[src/inc/dbgm_defs.svh]
// register map and field constants of the debug and wait mode gating block
`ifndef DBGM_DEFS_SVH
`define DBGM_DEFS_SVH
// ***************************************************************
// register bus geometry
// ***************************************************************
`define DBGM_ADDR_W        4
`define DBGM_DATA_W        8
// ***************************************************************
// register offsets
// ***************************************************************
`define DBGM_OFS_FORCE     4'h1
`define DBGM_OFS_OPTS      4'h2
`define DBGM_OFS_STATUS    4'h3
// ***************************************************************
// field positions and reset values
// ***************************************************************
`define DBGM_BIT_FORCE     0
`define DBGM_BIT_DEEP_HALT 5
`define DBGM_OPTS_RST      8'h00
`define DBGM_RDATA_ZERO    8'h00
`define DBGM_ST_MODE_LO    0
`define DBGM_ST_SEEN       4
`endif

[src/inc/dbgm_pkg.sv]
// types and shared decode of the debug and wait mode gating block
package dbgm_pkg;
   // operating mode of the device
   typedef enum logic [2:0] {
      DBGM_BOOT,
      DBGM_RUN,
      DBGM_WAIT,
      DBGM_STOP,
      DBGM_DEBUG
   } dbgm_mode_e;

   // decoded class of a command from the single wire debug pin
   typedef enum logic [2:0] {
      DBGM_C_MEM,
      DBGM_C_MEM_STAT,
      DBGM_C_CTRL_REG,
      DBGM_C_ENTER_DBG,
      DBGM_C_CPU_RD,
      DBGM_C_CPU_WR,
      DBGM_C_STEP,
      DBGM_C_RESUME
   } dbgm_cmd_e;

   // true for commands that run alongside the user program
   function automatic logic dbgm_is_nonintr(input dbgm_cmd_e c);
      return (c == DBGM_C_MEM) || (c == DBGM_C_MEM_STAT) ||
             (c == DBGM_C_CTRL_REG) || (c == DBGM_C_ENTER_DBG);
   endfunction

   // true when a command may act in the given mode
   function automatic logic dbgm_allowed(input dbgm_mode_e m, input dbgm_cmd_e c);
      case (m)
         DBGM_DEBUG: return 1'b1;
         DBGM_RUN:   return dbgm_is_nonintr(c);
         DBGM_WAIT:  return (c == DBGM_C_ENTER_DBG) || (c == DBGM_C_MEM_STAT);
         DBGM_STOP:  return c == DBGM_C_MEM_STAT;
         default:    return 1'b0;
      endcase
   endfunction
endpackage

[src/hw/dbgm_regs.sv]
// software register port: force reset register, options, status
`timescale 1ns/1ps
`include "dbgm_defs.svh"
module dbgm_regs (
   input  wire logic                      i_mclk,
   input  wire logic                      i_resetn,
   input  wire logic [`DBGM_ADDR_W-1:0]   i_addr,
   input  wire logic [`DBGM_DATA_W-1:0]   i_wdata,
   input  wire logic                      i_wr,
   input  wire logic                      i_rd,
   input  wire logic [`DBGM_DATA_W-1:0]   i_status,
   output logic      [`DBGM_DATA_W-1:0]   o_rdata,
   output logic                           o_deep_halt_en,
   output logic                           o_force_wr
);
   import dbgm_pkg::*;

   logic [`DBGM_DATA_W-1:0] opts_reg;   // system options one image
   logic [`DBGM_DATA_W-1:0] rdata_reg;  // read data, one cycle late

   // ***************************************************************
   // options register
   // ***************************************************************
   always_ff @(posedge i_mclk or negedge i_resetn) begin
      if (!i_resetn) begin
         opts_reg <= `DBGM_OPTS_RST;
      end else if (i_wr && (i_addr == `DBGM_OFS_OPTS)) begin
         opts_reg <= i_wdata;
      end
   end

   // ***************************************************************
   // read port, unmapped and write-only offsets read zero
   // ***************************************************************
   always_ff @(posedge i_mclk or negedge i_resetn) begin
      if (!i_resetn) begin
         rdata_reg <= `DBGM_RDATA_ZERO;
      end else if (i_rd) begin
         case (i_addr)
            `DBGM_OFS_OPTS:   rdata_reg <= opts_reg;
            `DBGM_OFS_STATUS: rdata_reg <= i_status;
            default:          rdata_reg <= `DBGM_RDATA_ZERO;
         endcase
      end else begin
         rdata_reg <= `DBGM_RDATA_ZERO;
      end
   end

   assign o_rdata        = rdata_reg;
   assign o_deep_halt_en = opts_reg[`DBGM_BIT_DEEP_HALT];
   // one written to the force bit, never stored
   assign o_force_wr     = i_wr && (i_addr == `DBGM_OFS_FORCE) && i_wdata[`DBGM_BIT_FORCE];
endmodule // dbgm_regs

[src/hw/dbgm_cmd_gate.sv]
// mode-dependent admission of debug pin commands
`timescale 1ns/1ps
module dbgm_cmd_gate (
   input  wire logic                 i_valid,
   input  wire dbgm_pkg::dbgm_mode_e i_mode,
   input  wire dbgm_pkg::dbgm_cmd_e  i_cmd,
   output logic                      o_accept,
   output logic                      o_ignore,
   output logic                      o_low_pwr_err
);
   import dbgm_pkg::*;

   // ***************************************************************
   // admission decode
   // ***************************************************************
   always_comb begin
      o_accept      = i_valid && dbgm_allowed(i_mode, i_cmd);
      o_ignore      = i_valid && !dbgm_allowed(i_mode, i_cmd);
      // status reads in low power modes report instead of touching memory
      o_low_pwr_err = o_accept && (i_cmd == DBGM_C_MEM_STAT) &&
                      ((i_mode == DBGM_WAIT) || (i_mode == DBGM_STOP));
   end
endmodule // dbgm_cmd_gate

[src/hw/dbgm_mode_ctrl.sv]
// mode controller: debug entry, command gating, wait and stop modes
//
// The address-and-strobe port and the address map were decided locally.
`timescale 1ns/1ps
`include "dbgm_defs.svh"
//
// Contract
// - mode select low at power-on enters debug
// - force bit, select low, after entry: debug reset
// - pin reset always restarts in user mode
// - run mode accepts non-intrusive commands
// - debug mode also runs non-intrusive commands
// - debug-only commands refused while program runs
// - debug: register access, step, resume
// - halt instruction enters wait, cpu unclocked
// - wait entry clears interrupt mask
// - interrupt wakes cpu into stacking sequence
// - wait accepts only entry and status commands
// - status commands in wait/stop report error
// - entry command in wait goes to debug
// - stop only when deep halt enabled
module dbgm_mode_ctrl (
   input  wire logic                    i_mclk,
   input  wire logic                    i_resetn,
   input  wire logic [`DBGM_ADDR_W-1:0] i_addr,
   input  wire logic [`DBGM_DATA_W-1:0] i_wdata,
   input  wire logic                    i_wr,
   input  wire logic                    i_rd,
   output logic      [`DBGM_DATA_W-1:0] o_rdata,
   input  wire logic                    i_mode_select_pin,
   input  wire logic                    i_pin_reset,
   input  wire logic                    i_cmd_valid,
   input  wire dbgm_pkg::dbgm_cmd_e     i_cmd,
   output logic                         o_cmd_accept,
   output logic                         o_cmd_ignore,
   input  wire logic                    i_wait_exec,
   input  wire logic                    i_stop_exec,
   input  wire logic                    i_irq,
   output logic                         o_core_reset,
   output logic                         o_cpu_clk_en,
   output logic                         o_bus_clk_en,
   output logic                         o_clear_imask,
   output logic                         o_stack_start,
   output logic                         o_active_debug_mode,
   output logic                         o_mem_access,
   output logic                         o_ctrl_reg_access,
   output logic                         o_cpu_reg_rd,
   output logic                         o_cpu_reg_wr,
   output logic                         o_step,
   output logic                         o_low_pwr_err
);
   import dbgm_pkg::*;

   // ***************************************************************
   // declarations
   // ***************************************************************
   dbgm_mode_e              mode_reg;       // current mode
   dbgm_mode_e              mode_next;      // next mode
   logic                    seen_reg;       // entry command issued
   logic                    core_rst_reg;   // core reset strobe
   logic                    imask_reg;      // clear mask strobe
   logic                    stack_reg;      // stacking start strobe
   logic                    mem_reg;        // memory access strobe
   logic                    ctrl_reg;       // controller register strobe
   logic                    cpurd_reg;      // cpu register read strobe
   logic                    cpuwr_reg;      // cpu register write strobe
   logic                    step_reg;       // single step strobe
   logic                    lperr_reg;      // low power error strobe
   logic                    accept;         // command admitted
   logic                    ignore;         // command refused
   logic                    lp_err;         // status read in low power
   logic                    deep_en;        // deep halt enable bit
   logic                    force_wr;       // force bit written with one
   logic                    force_go;       // qualified forced debug reset
   logic [`DBGM_DATA_W-1:0] status;         // software visible state

   // ***************************************************************
   // submodules
   // ***************************************************************
   dbgm_regs u_regs (
      .i_mclk         (i_mclk),
      .i_resetn       (i_resetn),
      .i_addr         (i_addr),
      .i_wdata        (i_wdata),
      .i_wr           (i_wr),
      .i_rd           (i_rd),
      .i_status       (status),
      .o_rdata        (o_rdata),
      .o_deep_halt_en (deep_en),
      .o_force_wr     (force_wr)
   );

   dbgm_cmd_gate u_gate (
      .i_valid       (i_cmd_valid),
      .i_mode        (mode_reg),
      .i_cmd         (i_cmd),
      .o_accept      (accept),
      .o_ignore      (ignore),
      .o_low_pwr_err (lp_err)
   );

   assign o_cmd_accept = accept;
   assign o_cmd_ignore = ignore;

   // status: mode code and entry flag
   always_comb begin
      status = `DBGM_RDATA_ZERO;
      status[`DBGM_ST_MODE_LO +: $bits(dbgm_mode_e)] = mode_reg;
      status[`DBGM_ST_SEEN] = seen_reg;
   end

   assign force_go = force_wr && !i_mode_select_pin && seen_reg;

   // ***************************************************************
   // mode transitions; pin reset, then forced reset, then the rest
   // ***************************************************************
   always_comb begin
      mode_next = mode_reg;
      case (mode_reg)
         DBGM_BOOT: begin
            mode_next = i_mode_select_pin ? DBGM_RUN : DBGM_DEBUG;
         end
         DBGM_RUN: begin
            if (accept && (i_cmd == DBGM_C_ENTER_DBG)) begin
               mode_next = DBGM_DEBUG;
            end else if (i_wait_exec) begin
               mode_next = DBGM_WAIT;
            end else if (i_stop_exec && deep_en) begin
               mode_next = DBGM_STOP;
            end
         end
         DBGM_WAIT: begin
            if (accept && (i_cmd == DBGM_C_ENTER_DBG)) begin
               mode_next = DBGM_DEBUG;
            end else if (i_irq) begin
               mode_next = DBGM_RUN;
            end
         end
         // stop exit by interrupt
         DBGM_STOP: begin
            if (i_irq) begin
               mode_next = DBGM_RUN;
            end
         end
         DBGM_DEBUG: begin
            if (accept && (i_cmd == DBGM_C_RESUME)) begin
               mode_next = DBGM_RUN;
            end
         end
         default: mode_next = DBGM_BOOT;
      endcase
      if (i_pin_reset) begin
         mode_next = DBGM_RUN;
      end else if (force_go) begin
         mode_next = DBGM_DEBUG;
      end
   end

   // mode register
   always_ff @(posedge i_mclk or negedge i_resetn) begin
      if (!i_resetn) begin
         mode_reg <= DBGM_BOOT;
      end else begin
         mode_reg <= mode_next;
      end
   end

   // entry-seen flag; a new entry command beats the clear
   always_ff @(posedge i_mclk or negedge i_resetn) begin
      if (!i_resetn) begin
         seen_reg <= 1'b0;
      end else if (accept && (i_cmd == DBGM_C_ENTER_DBG)) begin
         seen_reg <= 1'b1;
      end else if (force_go || i_pin_reset) begin
         seen_reg <= 1'b0;
      end
   end

   // core reset strobe for pin and forced resets
   always_ff @(posedge i_mclk or negedge i_resetn) begin
      if (!i_resetn) begin
         core_rst_reg <= 1'b1;
      end else begin
         core_rst_reg <= i_pin_reset || force_go;
      end
   end

   always_ff @(posedge i_mclk or negedge i_resetn) begin
      if (!i_resetn) begin
         imask_reg <= 1'b0;
         stack_reg <= 1'b0;
      end else begin
         imask_reg <= (mode_reg != DBGM_WAIT) && (mode_next == DBGM_WAIT);
         stack_reg <= (mode_reg != DBGM_RUN) && (mode_reg != DBGM_BOOT) &&
                      (mode_next == DBGM_RUN) && i_irq && !i_pin_reset;
      end
   end

   // ***************************************************************
   // command strobes
   // ***************************************************************
   always_ff @(posedge i_mclk or negedge i_resetn) begin
      if (!i_resetn) begin
         mem_reg   <= 1'b0;
         ctrl_reg  <= 1'b0;
         cpurd_reg <= 1'b0;
         cpuwr_reg <= 1'b0;
         step_reg  <= 1'b0;
         lperr_reg <= 1'b0;
      end else begin
         // no memory access in low power modes
         mem_reg   <= accept && !lp_err &&
                      ((i_cmd == DBGM_C_MEM) || (i_cmd == DBGM_C_MEM_STAT));
         ctrl_reg  <= accept && (i_cmd == DBGM_C_CTRL_REG);
         cpurd_reg <= accept && (i_cmd == DBGM_C_CPU_RD);
         cpuwr_reg <= accept && (i_cmd == DBGM_C_CPU_WR);
         step_reg  <= accept && (i_cmd == DBGM_C_STEP);
         lperr_reg <= lp_err;
      end
   end

   // ***************************************************************
   // outputs
   // ***************************************************************
   assign o_core_reset        = core_rst_reg;
   // cpu clock off in wait and stop
   assign o_cpu_clk_en        = (mode_reg == DBGM_RUN) || (mode_reg == DBGM_DEBUG);
   assign o_bus_clk_en        = (mode_reg != DBGM_STOP);
   assign o_clear_imask       = imask_reg;
   assign o_stack_start       = stack_reg;
   assign o_active_debug_mode = (mode_reg == DBGM_DEBUG);
   assign o_mem_access        = mem_reg;
   assign o_ctrl_reg_access   = ctrl_reg;
   assign o_cpu_reg_rd        = cpurd_reg;
   assign o_cpu_reg_wr        = cpuwr_reg;
   assign o_step              = step_reg;
   assign o_low_pwr_err       = lperr_reg;
endmodule // dbgm_mode_ctrl

[config.mk]
export PLATFORM = sky130hd
export DESIGN_NAME = dbgm_mode_ctrl
export DESIGN_NICKNAME = d
export VERILOG_FILES = /design/src/inc/dbgm_pkg.sv /design/src/hw/dbgm_regs.sv /design/src/hw/dbgm_cmd_gate.sv /design/src/hw/dbgm_mode_ctrl.sv
export VERILOG_INCLUDE_DIRS = /design/src /design/src/inc
export SDC_FILE = /design/constraint.sdc
export NUM_CORES = 1
export LEC_CHECK = 0
export BUFFER_PORTS_ARGS = -buffer_cell sky130_fd_sc_hd__buf_4
export CORE_ASPECT_RATIO = 0.7
export CORE_UTILIZATION = 32
export CTS_CLUSTER_SIZE = 28
export DETAILED_ROUTE_END_ITERATION = 8
export SYNTH_ARGS = -nofsm -noshare
export SYNTH_HDL_FRONTEND = slang
export SYNTH_SLANG_ARGS = --single-unit
[constraint.sdc]
create_clock -name i_mclk -period 1.4 [get_ports i_mclk]
set_input_delay 0.07 -clock i_mclk [delete_from_list [all_inputs] [get_ports i_mclk]]
set_output_delay 0.07 -clock i_mclk [all_outputs]
set_load 0.03 [all_outputs]
* After elaboration in Yosys (flattened, before gate mapping)
Index checks and enable logic that the tools add are counted.
** Word-level totals
- Input port bits :: 25
- Bits in registers :: 29
- Output and inout bits :: 22
- Logic and storage cells :: 85
** Operators by class
- Reductions and logical operators :: 38
- Equality and inequality tests :: 19
- Muxes and demuxes :: 15
** Operators with widths (number)
- 3-bit two-way mux :: 9
- 1-bit logical AND :: 23
- 8-bit case mux with 2 select lines :: 1
- 3-bit by 2-bit == test with 1-bit output, second input constant :: 5
- 3-bit == test, second input constant :: 5
- 3-bit case mux with 5 select lines :: 1
- 3-bit by 1-bit == test with 1-bit output, second input constant :: 3
- 4-bit by 2-bit == test with 1-bit output, second input constant :: 2
- 8-bit two-way mux :: 1
- 1-bit logical OR :: 7
- 3-bit logical NOT :: 2
- 3-bit by 2-bit != test with 1-bit output, second input constant :: 2
- 4-bit by 1-bit == test with 1-bit output, second input constant :: 1
- 1-bit logical NOT :: 4
- 1-bit case mux with 4 select lines :: 1
- 3-bit by 1-bit != test with 1-bit output, second input constant :: 1
- 3-bit nonzero test :: 1
- 1-bit two-way mux :: 2
- 2-bit nonzero test :: 1

* Longest topological paths before layout
Gate-level depths: netlist of run 1.
- Depth after elaboration :: 15
- Gate-level depth with buffers :: 6
- Gate-level depth less buffers :: 5

* Modules after synthesis
From an unflattened synthesis of run 1, not the netlist that was laid out.
** Second synthesis, totals
- Cell total of the unflattened synthesis :: 112
- Area, all modules :: 1333.8 um2
** Modules (own cells, without submodules)
- dbgm_regs :: cells an instance 41, instances 1, seq. area each 400.4 um2, area each 645.6 um2
- dbgm_mode_ctrl :: cells an instance 61, instances 1, seq. area each 326.6 um2, area each 623.1 um2
- dbgm_cmd_gate :: cells an instance 10, instances 1, seq. area each 0.0 um2, area each 65.1 um2

* Worst setup path after synthesis of run 1
Ideal clock, no wire load.
- Path kind :: register to output
- Start point :: register mode_reg[2]
- End point :: output port o_cmd_accept
- Stages on the path, launching flop included :: 4
- Arrival time :: 1.913 ns
- Path slack :: -0.583 ns
- Data required time :: 1.330 ns
- Path buffers :: 0
- Cell sequence :: dfrtp_1 nor3b_2 a31oi_2 a21boi_0
** On the way
- Word-level cells in the longest chain between the ends :: 3
- Elaborated cells between the ends (all ways) :: 6
- Classes of those cells :: 4 x eq/ne; 1 x mux; 1 x reduce/logical
** Ends and longest elaborated chain
- start, declared :: line dbgm_mode_ctrl.sv:57 : dbgm_mode_e mode_reg;
- start signal, assigned :: line dbgm_mode_ctrl.sv:164 : mode_reg <= mode_next;
- 3-bit == test
- named net o_active_debug_mode :: line dbgm_mode_ctrl.sv:44 : output logic o_active_debug_mode,
- 1-bit case mux with 4 select lines :: line dbgm_pkg.sv:32 : case (m)
- 1-bit logical AND :: line dbgm_cmd_gate.sv:17 : o_accept = i_valid && dbgm_allowed(i_mode, i_cmd);
- end, declared :: line dbgm_mode_ctrl.sv:34 : output logic o_cmd_accept,
The timed path passes the listed nets, and every way through them passes these cells.

* Worst setup path in the final report of run 1
- Start point :: register mode_reg[0]
- End point :: output port o_cmd_accept
** On the way
- Word-level cells in the longest chain between the ends :: 3
- Elaborated cells between the ends (all ways) :: 6
- Classes of those cells :: 4 x eq/ne; 1 x mux; 1 x reduce/logical
** Ends and longest elaborated chain (line)
- 3-bit by 2-bit == test with 1-bit output, or another cell as far along :: dbgm_pkg.sv:32
- 1-bit case mux with 4 select lines (*) :: dbgm_pkg.sv:32
- 1-bit logical AND (*) :: dbgm_cmd_gate.sv:17
Every way passes the cells marked *; elsewhere a longest branch is shown, timed or not.

==> results of run 1 <==
[metrics by stage]
stage,setup slack [ns],total power (µW),TNS [ns]
after floorplan,-0.150,1270,-0.306
after global placement,-0.233,1490,-0.617
after detailed placement,-0.268,1500,-0.948
after CTS,-0.182,2250,-0.835
after global routing,-0.262,2400,-1.74
final,-0.199,2270,-1.05
[layout make-up]
| type | instances | share of cell area (%) |
|---|---|---|
| Tap cell | 52 | 2.98 |
| Clock inverter | 2 | 0.459 |
| Sequential cell | 29 | 33.5 |
| Clock buffer | 6 | 3.33 |
| Timing Repair Buffer | 79 | 28.6 |
| Inverter | 4 | 0.688 |
| Multi-Input combinational cell | 79 | 30.4 |
[final timing paths]
path,from,endpoint,cells past startpoint
max,mode_reg[0],o_cmd_accept,5
min,i_wdata[2],u_regs.opts_reg[2],2
max reg2reg,mode_reg[0],mode_reg[0],6
min reg2reg,u_regs.opts_reg[6],u_regs.o_rdata[6],1
max in group asynchronous,i_resetn,o_core_reset,2
min in group asynchronous,i_resetn,seen_reg,2
[timing repair]
| action | in CTS | in global routing |
|---|---|---|
| setup buffers | 9 | 3 |
| pin swaps | 7 | 9 |
| gates cloned | 0 | 0 |
| hold buffers | 2 | 0 |
| hold endpoints to repair | 29 | 0 |
| resized for setup | 16 | 9 |
| setup endpoints to repair | 14 | 13 |
[worst max-delay path, stage by stage, from the launching register on]
cell and delay [ns]:
dfrtp_2 0.46, a21boi_2 0.18, nand3_1 0.16, buf_4 0.17, a21boi_2 0.14, buf_6 0.14
[layout by cell type, fill, tap and decap left out, types with 2 or more instances in the layout]
master	n
dlygate4sd3_1	2
inv_1	2
buf_4	70
inv_2	2
buf_6	7
a21oi_2	3
nor3_1	3
clkinv_2	2
dfrtp_1	25
mux2_2	8
a21boi_2	2
clkbuf_8	5
nand2b_1	2
nor2_1	9
mux2i_1	4
nor3b_2	2
and4bb_1	2
nand2_1	8
nand3_1	3
and2_1	4
nor2_2	3
dfrtp_2	3
[cell families after synthesis]
kind of cell    count (synthesis)
compound gates                 20
buf+inv                         9
mux                            12
flops                          29
simple gates                   47
[power by group through the flow]
stage	clock network, µW	registers [µW]	logic (µW)
floorplan	0	986	281
finish	641	969	659
global placement	0	988	504
CTS	665	969	612
global route	709	978	709
detailed placement	0	993	512
[metal layers]
layer | track usage, % | wire length (µm) | vias up
met1 | 24.0 | 1680 | 617
li1 | - | - | 578
met4 | 6.89 | 43 | 0
met5 | 0 | 0 | -
met2 | 24.9 | 1680 | 30
met3 | 4.88 | 173 | 5
==> results.sh, run 1 <==
export IMPL_synth_area_leaders="dfrtp_1 51%, mux2_2 6.6%, nor2_1 3.3%, mux2i_1 2.9%, a21oi_2 2.6%"
export IMPL_synth_xor_area_share_pct=0
export IMPL_grt_setup_unrepaired="true"
export IMPL_hold_viol=0
export IMPL_antenna_found_initial=0
export IMPL_synth_top_family_by_area="simple AND/OR/NAND/NOR gates"
export IMPL_ys_flop_type="dfrtp_1"
export IMPL_fillers=352
export IMPL_multi_input_area_um2=663
export IMPL_synth_top_area_share_pct=51.3
export IMPL_drv_slew=0
export IMPL_ys_seq_area_share_pct=53.2
export IMPL_drtIter0Drc=63
export IMPL_required_ns=1.33
export IMPL_die_area_um2=4540
export IMPL_setup_violations=9
export IMPL_synth_compound_gate_area_share_pct=13.3
export IMPL_cts_max_level=2
export IMPL_final_area_um2=2180
export IMPL_p_clk_share_pct=28.2
export IMPL_worst_ep_arrival_time_ns=1.53
export IMPL_wl_per_cell_um=14.3
export IMPL_p_switching_uw=657
export IMPL_worst_slack_ns=-0.199
export IMPL_status="finished, violations left"
export IMPL_fin_crit_sh_pct=114
export IMPL_max_freq_mhz=626
export IMPL_fp_coreArea_um2=3990
export IMPL_area_growth_pct=59.6
export IMPL_fin_nets=223
export IMPL_ir_drop_v=0.000586
export IMPL_synthAdderAreaFrac_pct=0
export IMPL_place_congestion=0.894
export IMPL_synth_area_um2=1370
export IMPL_cap_violations=0
export IMPL_skew_ns=0.00422
export IMPL_cts_sinks=29
export IMPL_period_needed_ns=1.60
export IMPL_p_leak_uw=0.00103
export IMPL_drive_gt1_share_pct=61.3
export IMPL_min_path_type="in2reg"
export IMPL_final_antenna_net_count=0
export IMPL_crit_path_max_fanout=4
export IMPL_synthArstFlopShare_pct=100
export IMPL_p_comb_share_pct=29.0
export IMPL_dp_cells=229
export IMPL_synthMuxAreaShare_pct=9.52
export IMPL_grt_max_degree=30
export IMPL_die_w_um=80.1
export IMPL_vias_per_cell=4.90
export IMPL_synth_largest_area_cell="dfrtp_1"
export IMPL_place_hpwl_mm=2.54
export IMPL_cts_tree="yes"
export IMPL_reg2reg_slack_ns=-0.14
export IMPL_fin_util_pct=54.6
export IMPL_dieHeight_um=56.7
export IMPL_yosysMostFrequentCell="dfrtp_1"
export IMPL_cts_buffers=5
export IMPL_synth_cell_types=43
export IMPL_grt_remaining_overflow=0
export IMPL_synthSimpleGateAreaFrac_pct=19.8
export IMPL_netlist_instances=117
export IMPL_max_slew_margin_pct=75.2
export IMPL_antenna_cells=0
export IMPL_tightest_slew_ns=0.371
export IMPL_firstDrtPassIters=4
export IMPL_cts_clk_slew_worst_paths_ns=0.06
export IMPL_clkLatencyLatePin_ns=0.27
export IMPL_start_kind="flip-flop"
export IMPL_synthTopCellsByCount="28 x dfrtp_1, 12 x nor2_1, 9 x nand2_1"
export IMPL_hold_ws_ns=0.0266
export IMPL_root_buffer="clkbuf_8"
export IMPL_wl_mm=3.58
export IMPL_end_kind="output pin"
export IMPL_postPlaceCellArea_um2=1890
export IMPL_drc=0
export IMPL_grt_pass1_vias=1214
export IMPL_grt_pass1_wl_mm=5.70
export IMPL_track_usage_pct=17.2
export IMPL_violations="setup timing"
export IMPL_crit_type="reg2out"
export IMPL_synth_warning_count=0
export IMPL_synth_nets=142
export IMPL_final_seq_area_um2=731
export IMPL_ioPinCount=47
export IMPL_initial_core_util_pct=34.2
export IMPL_portBuffers=46
export IMPL_swShare_pct=28.9
export IMPL_clockBufferDepth=2
export IMPL_rows=19
export IMPL_synth_edf_count=0
export IMPL_power_frac_seq_pct=42.7
export IMPL_synth_seq_cells=29
export IMPL_syn_area_per_cell_um2=11.7
export IMPL_fin_cells=251
export IMPL_p_int_uw=1610
export IMPL_vias=1230
export IMPL_p_per_area_nw_per_um2=1040
No activity file was read; power rests on OpenSTA's default activity.
==> run 2: changes to the inputs <==
--- a/config.mk
+++ b/config.mk
@@ -7,7 +7,7 @@
 export NUM_CORES = 1
 export LEC_CHECK = 0
 export BUFFER_PORTS_ARGS = -buffer_cell sky130_fd_sc_hd__buf_4
-export CORE_ASPECT_RATIO = 0.7
+export CORE_ASPECT_RATIO = 1.2
 export CORE_UTILIZATION = 32
 export CTS_CLUSTER_SIZE = 28
 export DETAILED_ROUTE_END_ITERATION = 8
==> run 2 against run 1 <==
  * The run still ends with setup timing left
  * Routed wire length down 4.0%
  * Cell area unchanged
  * Clock power up 0.8%
  * Flip-flop and latch count unchanged
  * Sequential share of layout area unchanged
  * Worst hold slack worse by 0.0069 ns
  * Register-to-register slack worse by 0.04 ns
  * Power down 0.68%
  * Largest cell class unchanged
==> results.sh, run 2 (synthesis gave the netlist of run 1 again) <==
export IMPL_status="finished, violations left"
export IMPL_violations="setup timing"
export IMPL_cap_violations=0
export IMPL_reg2reg_depth=6
export IMPL_wl_per_cell_um=13.6
export IMPL_met1_usage_pct=19.6
export IMPL_final_common_cell="buf_4"
export IMPL_crit_path_max_fanout=5
export IMPL_hold_path_end="u_regs.opts_reg[5]"
export IMPL_critical_path_slowest_cell="dfrtp_2"
export IMPL_cts_tree="yes"
export IMPL_p_switching_uw=654
export IMPL_fillers=379
export IMPL_firstDrtPassIters=4
export IMPL_worst_ep_arrival_time_ns=1.51
export IMPL_vias=1201
export IMPL_crit_type="reg2out"
export IMPL_initial_core_util_pct=34.1
export IMPL_fin_crit_sh_pct=113
export IMPL_rr_endpoint="o_clear_imask"
export IMPL_grt_max_degree=30
export IMPL_die_area_um2=4540
export IMPL_dieHeight_um=73.6
export IMPL_p_comb_share_pct=28.3
export IMPL_drive_gt1_share_pct=60.1
export IMPL_cp_num_cells=5
export IMPL_drtIter0Drc=15
export IMPL_cp_slowest_stage_delay_ns=0.46
export IMPL_start_kind="flip-flop"
export IMPL_wl_mm=3.44
export IMPL_power_frac_seq_pct=43.0
export IMPL_cp_num_buf_inv=2
export IMPL_place_congestion=0.820
export IMPL_max_freq_mhz=632
export IMPL_track_usage_pct=17.1
export IMPL_place_hpwl_mm=2.49
export IMPL_clockBufferDepth=2
export IMPL_rows=25
export IMPL_min_path_type="in2reg"
export IMPL_antenna_found_initial=0
export IMPL_hold_depth=2
export IMPL_grt_pass1_vias=1216
export IMPL_end_kind="output pin"
export IMPL_p_clk_share_pct=28.7
export IMPL_hold_ws_ns=0.0197
export IMPL_drc=0
export IMPL_tightest_slew_ns=0.356
export IMPL_skew_ns=0.00534
export IMPL_ir_drop_v=0.000438
export IMPL_cts_buffers=5
export IMPL_die_w_um=61.7
export IMPL_swShare_pct=29.0
export IMPL_final_area_um2=2180
export IMPL_reg2reg_slack_ns=-0.18
export IMPL_crit_family="flip-flops"
export IMPL_fin_util_pct=54.5
export IMPL_clkLatencyLatePin_ns=0.28
export IMPL_drv_slew=0
export IMPL_worst_slack_ns=-0.183
export IMPL_place_ws_ns=-0.206
export IMPL_hold_viol=0
export IMPL_postPlaceCellArea_um2=1890
export IMPL_required_ns=1.33
export IMPL_grt_met2_usage_pct=27.7
export IMPL_portBuffers=46
export IMPL_grt_util_met3_pct=4.75
export IMPL_fin_nets=222
export IMPL_vias_per_cell=4.77
export IMPL_hp_start="i_wdata[5]"
export IMPL_cts_clk_slew_worst_paths_ns=0.06
export IMPL_cts_max_level=2
export IMPL_worstPathCellList="nor3b_4 -> a31oi_2 -> buf_4 -> a21boi_2 -> buf_6"
export IMPL_grt_setup_unrepaired="true"
export IMPL_period_needed_ns=1.58
export IMPL_setup_violations=11
export IMPL_area_growth_pct=59.6
export IMPL_fp_coreArea_um2=4000
export IMPL_root_buffer="clkbuf_8"
export IMPL_max_slew_margin_pct=76.3
export IMPL_grt_remaining_overflow=0
export IMPL_cts_sinks=29
export IMPL_antenna_cells=0
export IMPL_final_antenna_net_count=0
export IMPL_p_leak_uw=0.00103
export IMPL_r2r_start="mode_reg[2]"
export IMPL_top_usage_layer="met2"
export IMPL_p_int_uw=1600
export IMPL_p_per_area_nw_per_um2=1030
export IMPL_final_cell_mix="65 x buf_4, 25 x dfrtp_1, 11 x nor2_1, 11 x buf_6"
export IMPL_ioPinCount=47
export IMPL_fin_setup_tns_ns=-1.31
export IMPL_grt_pass1_wl_mm=5.53
==> run 2: worst max-delay path by stage <==
stage,start,endpoint,slack [ns]
floorplan,mode_reg[0],o_stack_start,-0.15
global placement,mode_reg[0],o_stack_start,-0.23
detailed placement,mode_reg[0],o_stack_start,-0.21
CTS,mode_reg[0],o_cmd_accept,-0.18
global route,mode_reg[0],o_cmd_accept,-0.24
finish,mode_reg[0],o_cmd_accept,-0.18
==> run 2: per-stage QoR <==
| stage | instances | power [µW] |
|---|---|---|
| finish | 252 | 2250 |
| global route | 252 | 2370 |
| CTS | 251 | 2250 |
| detailed placement | 231 | 1500 |
| global placement | 231 | 1490 |
| floorplan | 117 | 1270 |
==> run 2: cell type report <==
class	count	area, µm²	area share (%)
Sequential cell	29	731	33.5
Multi-Input combinational cell	79	653	29.9
Timing Repair Buffer	78	632	29.0
Clock buffer	6	72.6	3.33
Tap cell	54	67.6	3.10
Inverter	4	15.0	0.688
Clock inverter	2	10.0	0.459
==> run 2: worst register-to-register path: cells and delay by family, from the launching register on <==
kind	cells	cell delay, ns
AND/OR/NAND/NOR	3	0.50
AO/OA/AOI/OAI	2	0.42
buffers and inverters	1	0.15
flip-flops	1	0.44
==> run 2: routing by layer <==
layer,vias to the layer above,routed length (µm)
met5,-,0
met1,567,1370
met2,46,1750
met3,10,225
met4,0,99
li1,578,-
==> run 2: power by group through the flow <==
stage | Combinational (µW) | Clock [µW] | Sequential [µW]
floorplan | 281 | 0 | 986
global placement | 505 | 0 | 986
detailed placement | 512 | 0 | 989
CTS | 613 | 672 | 967
global route | 682 | 712 | 980
finish | 638 | 646 | 969
==> run 2: repair_timing <==
action | 4_1_cts | 5_1_grt
buffers inserted | 10 | 1
endpoints found under the hold margin | 29 | 0
resized for setup | 17 | 8
pin swaps | 3 | 2
hold buffers | 2 | 0
setup endpoints to repair | 12 | 13
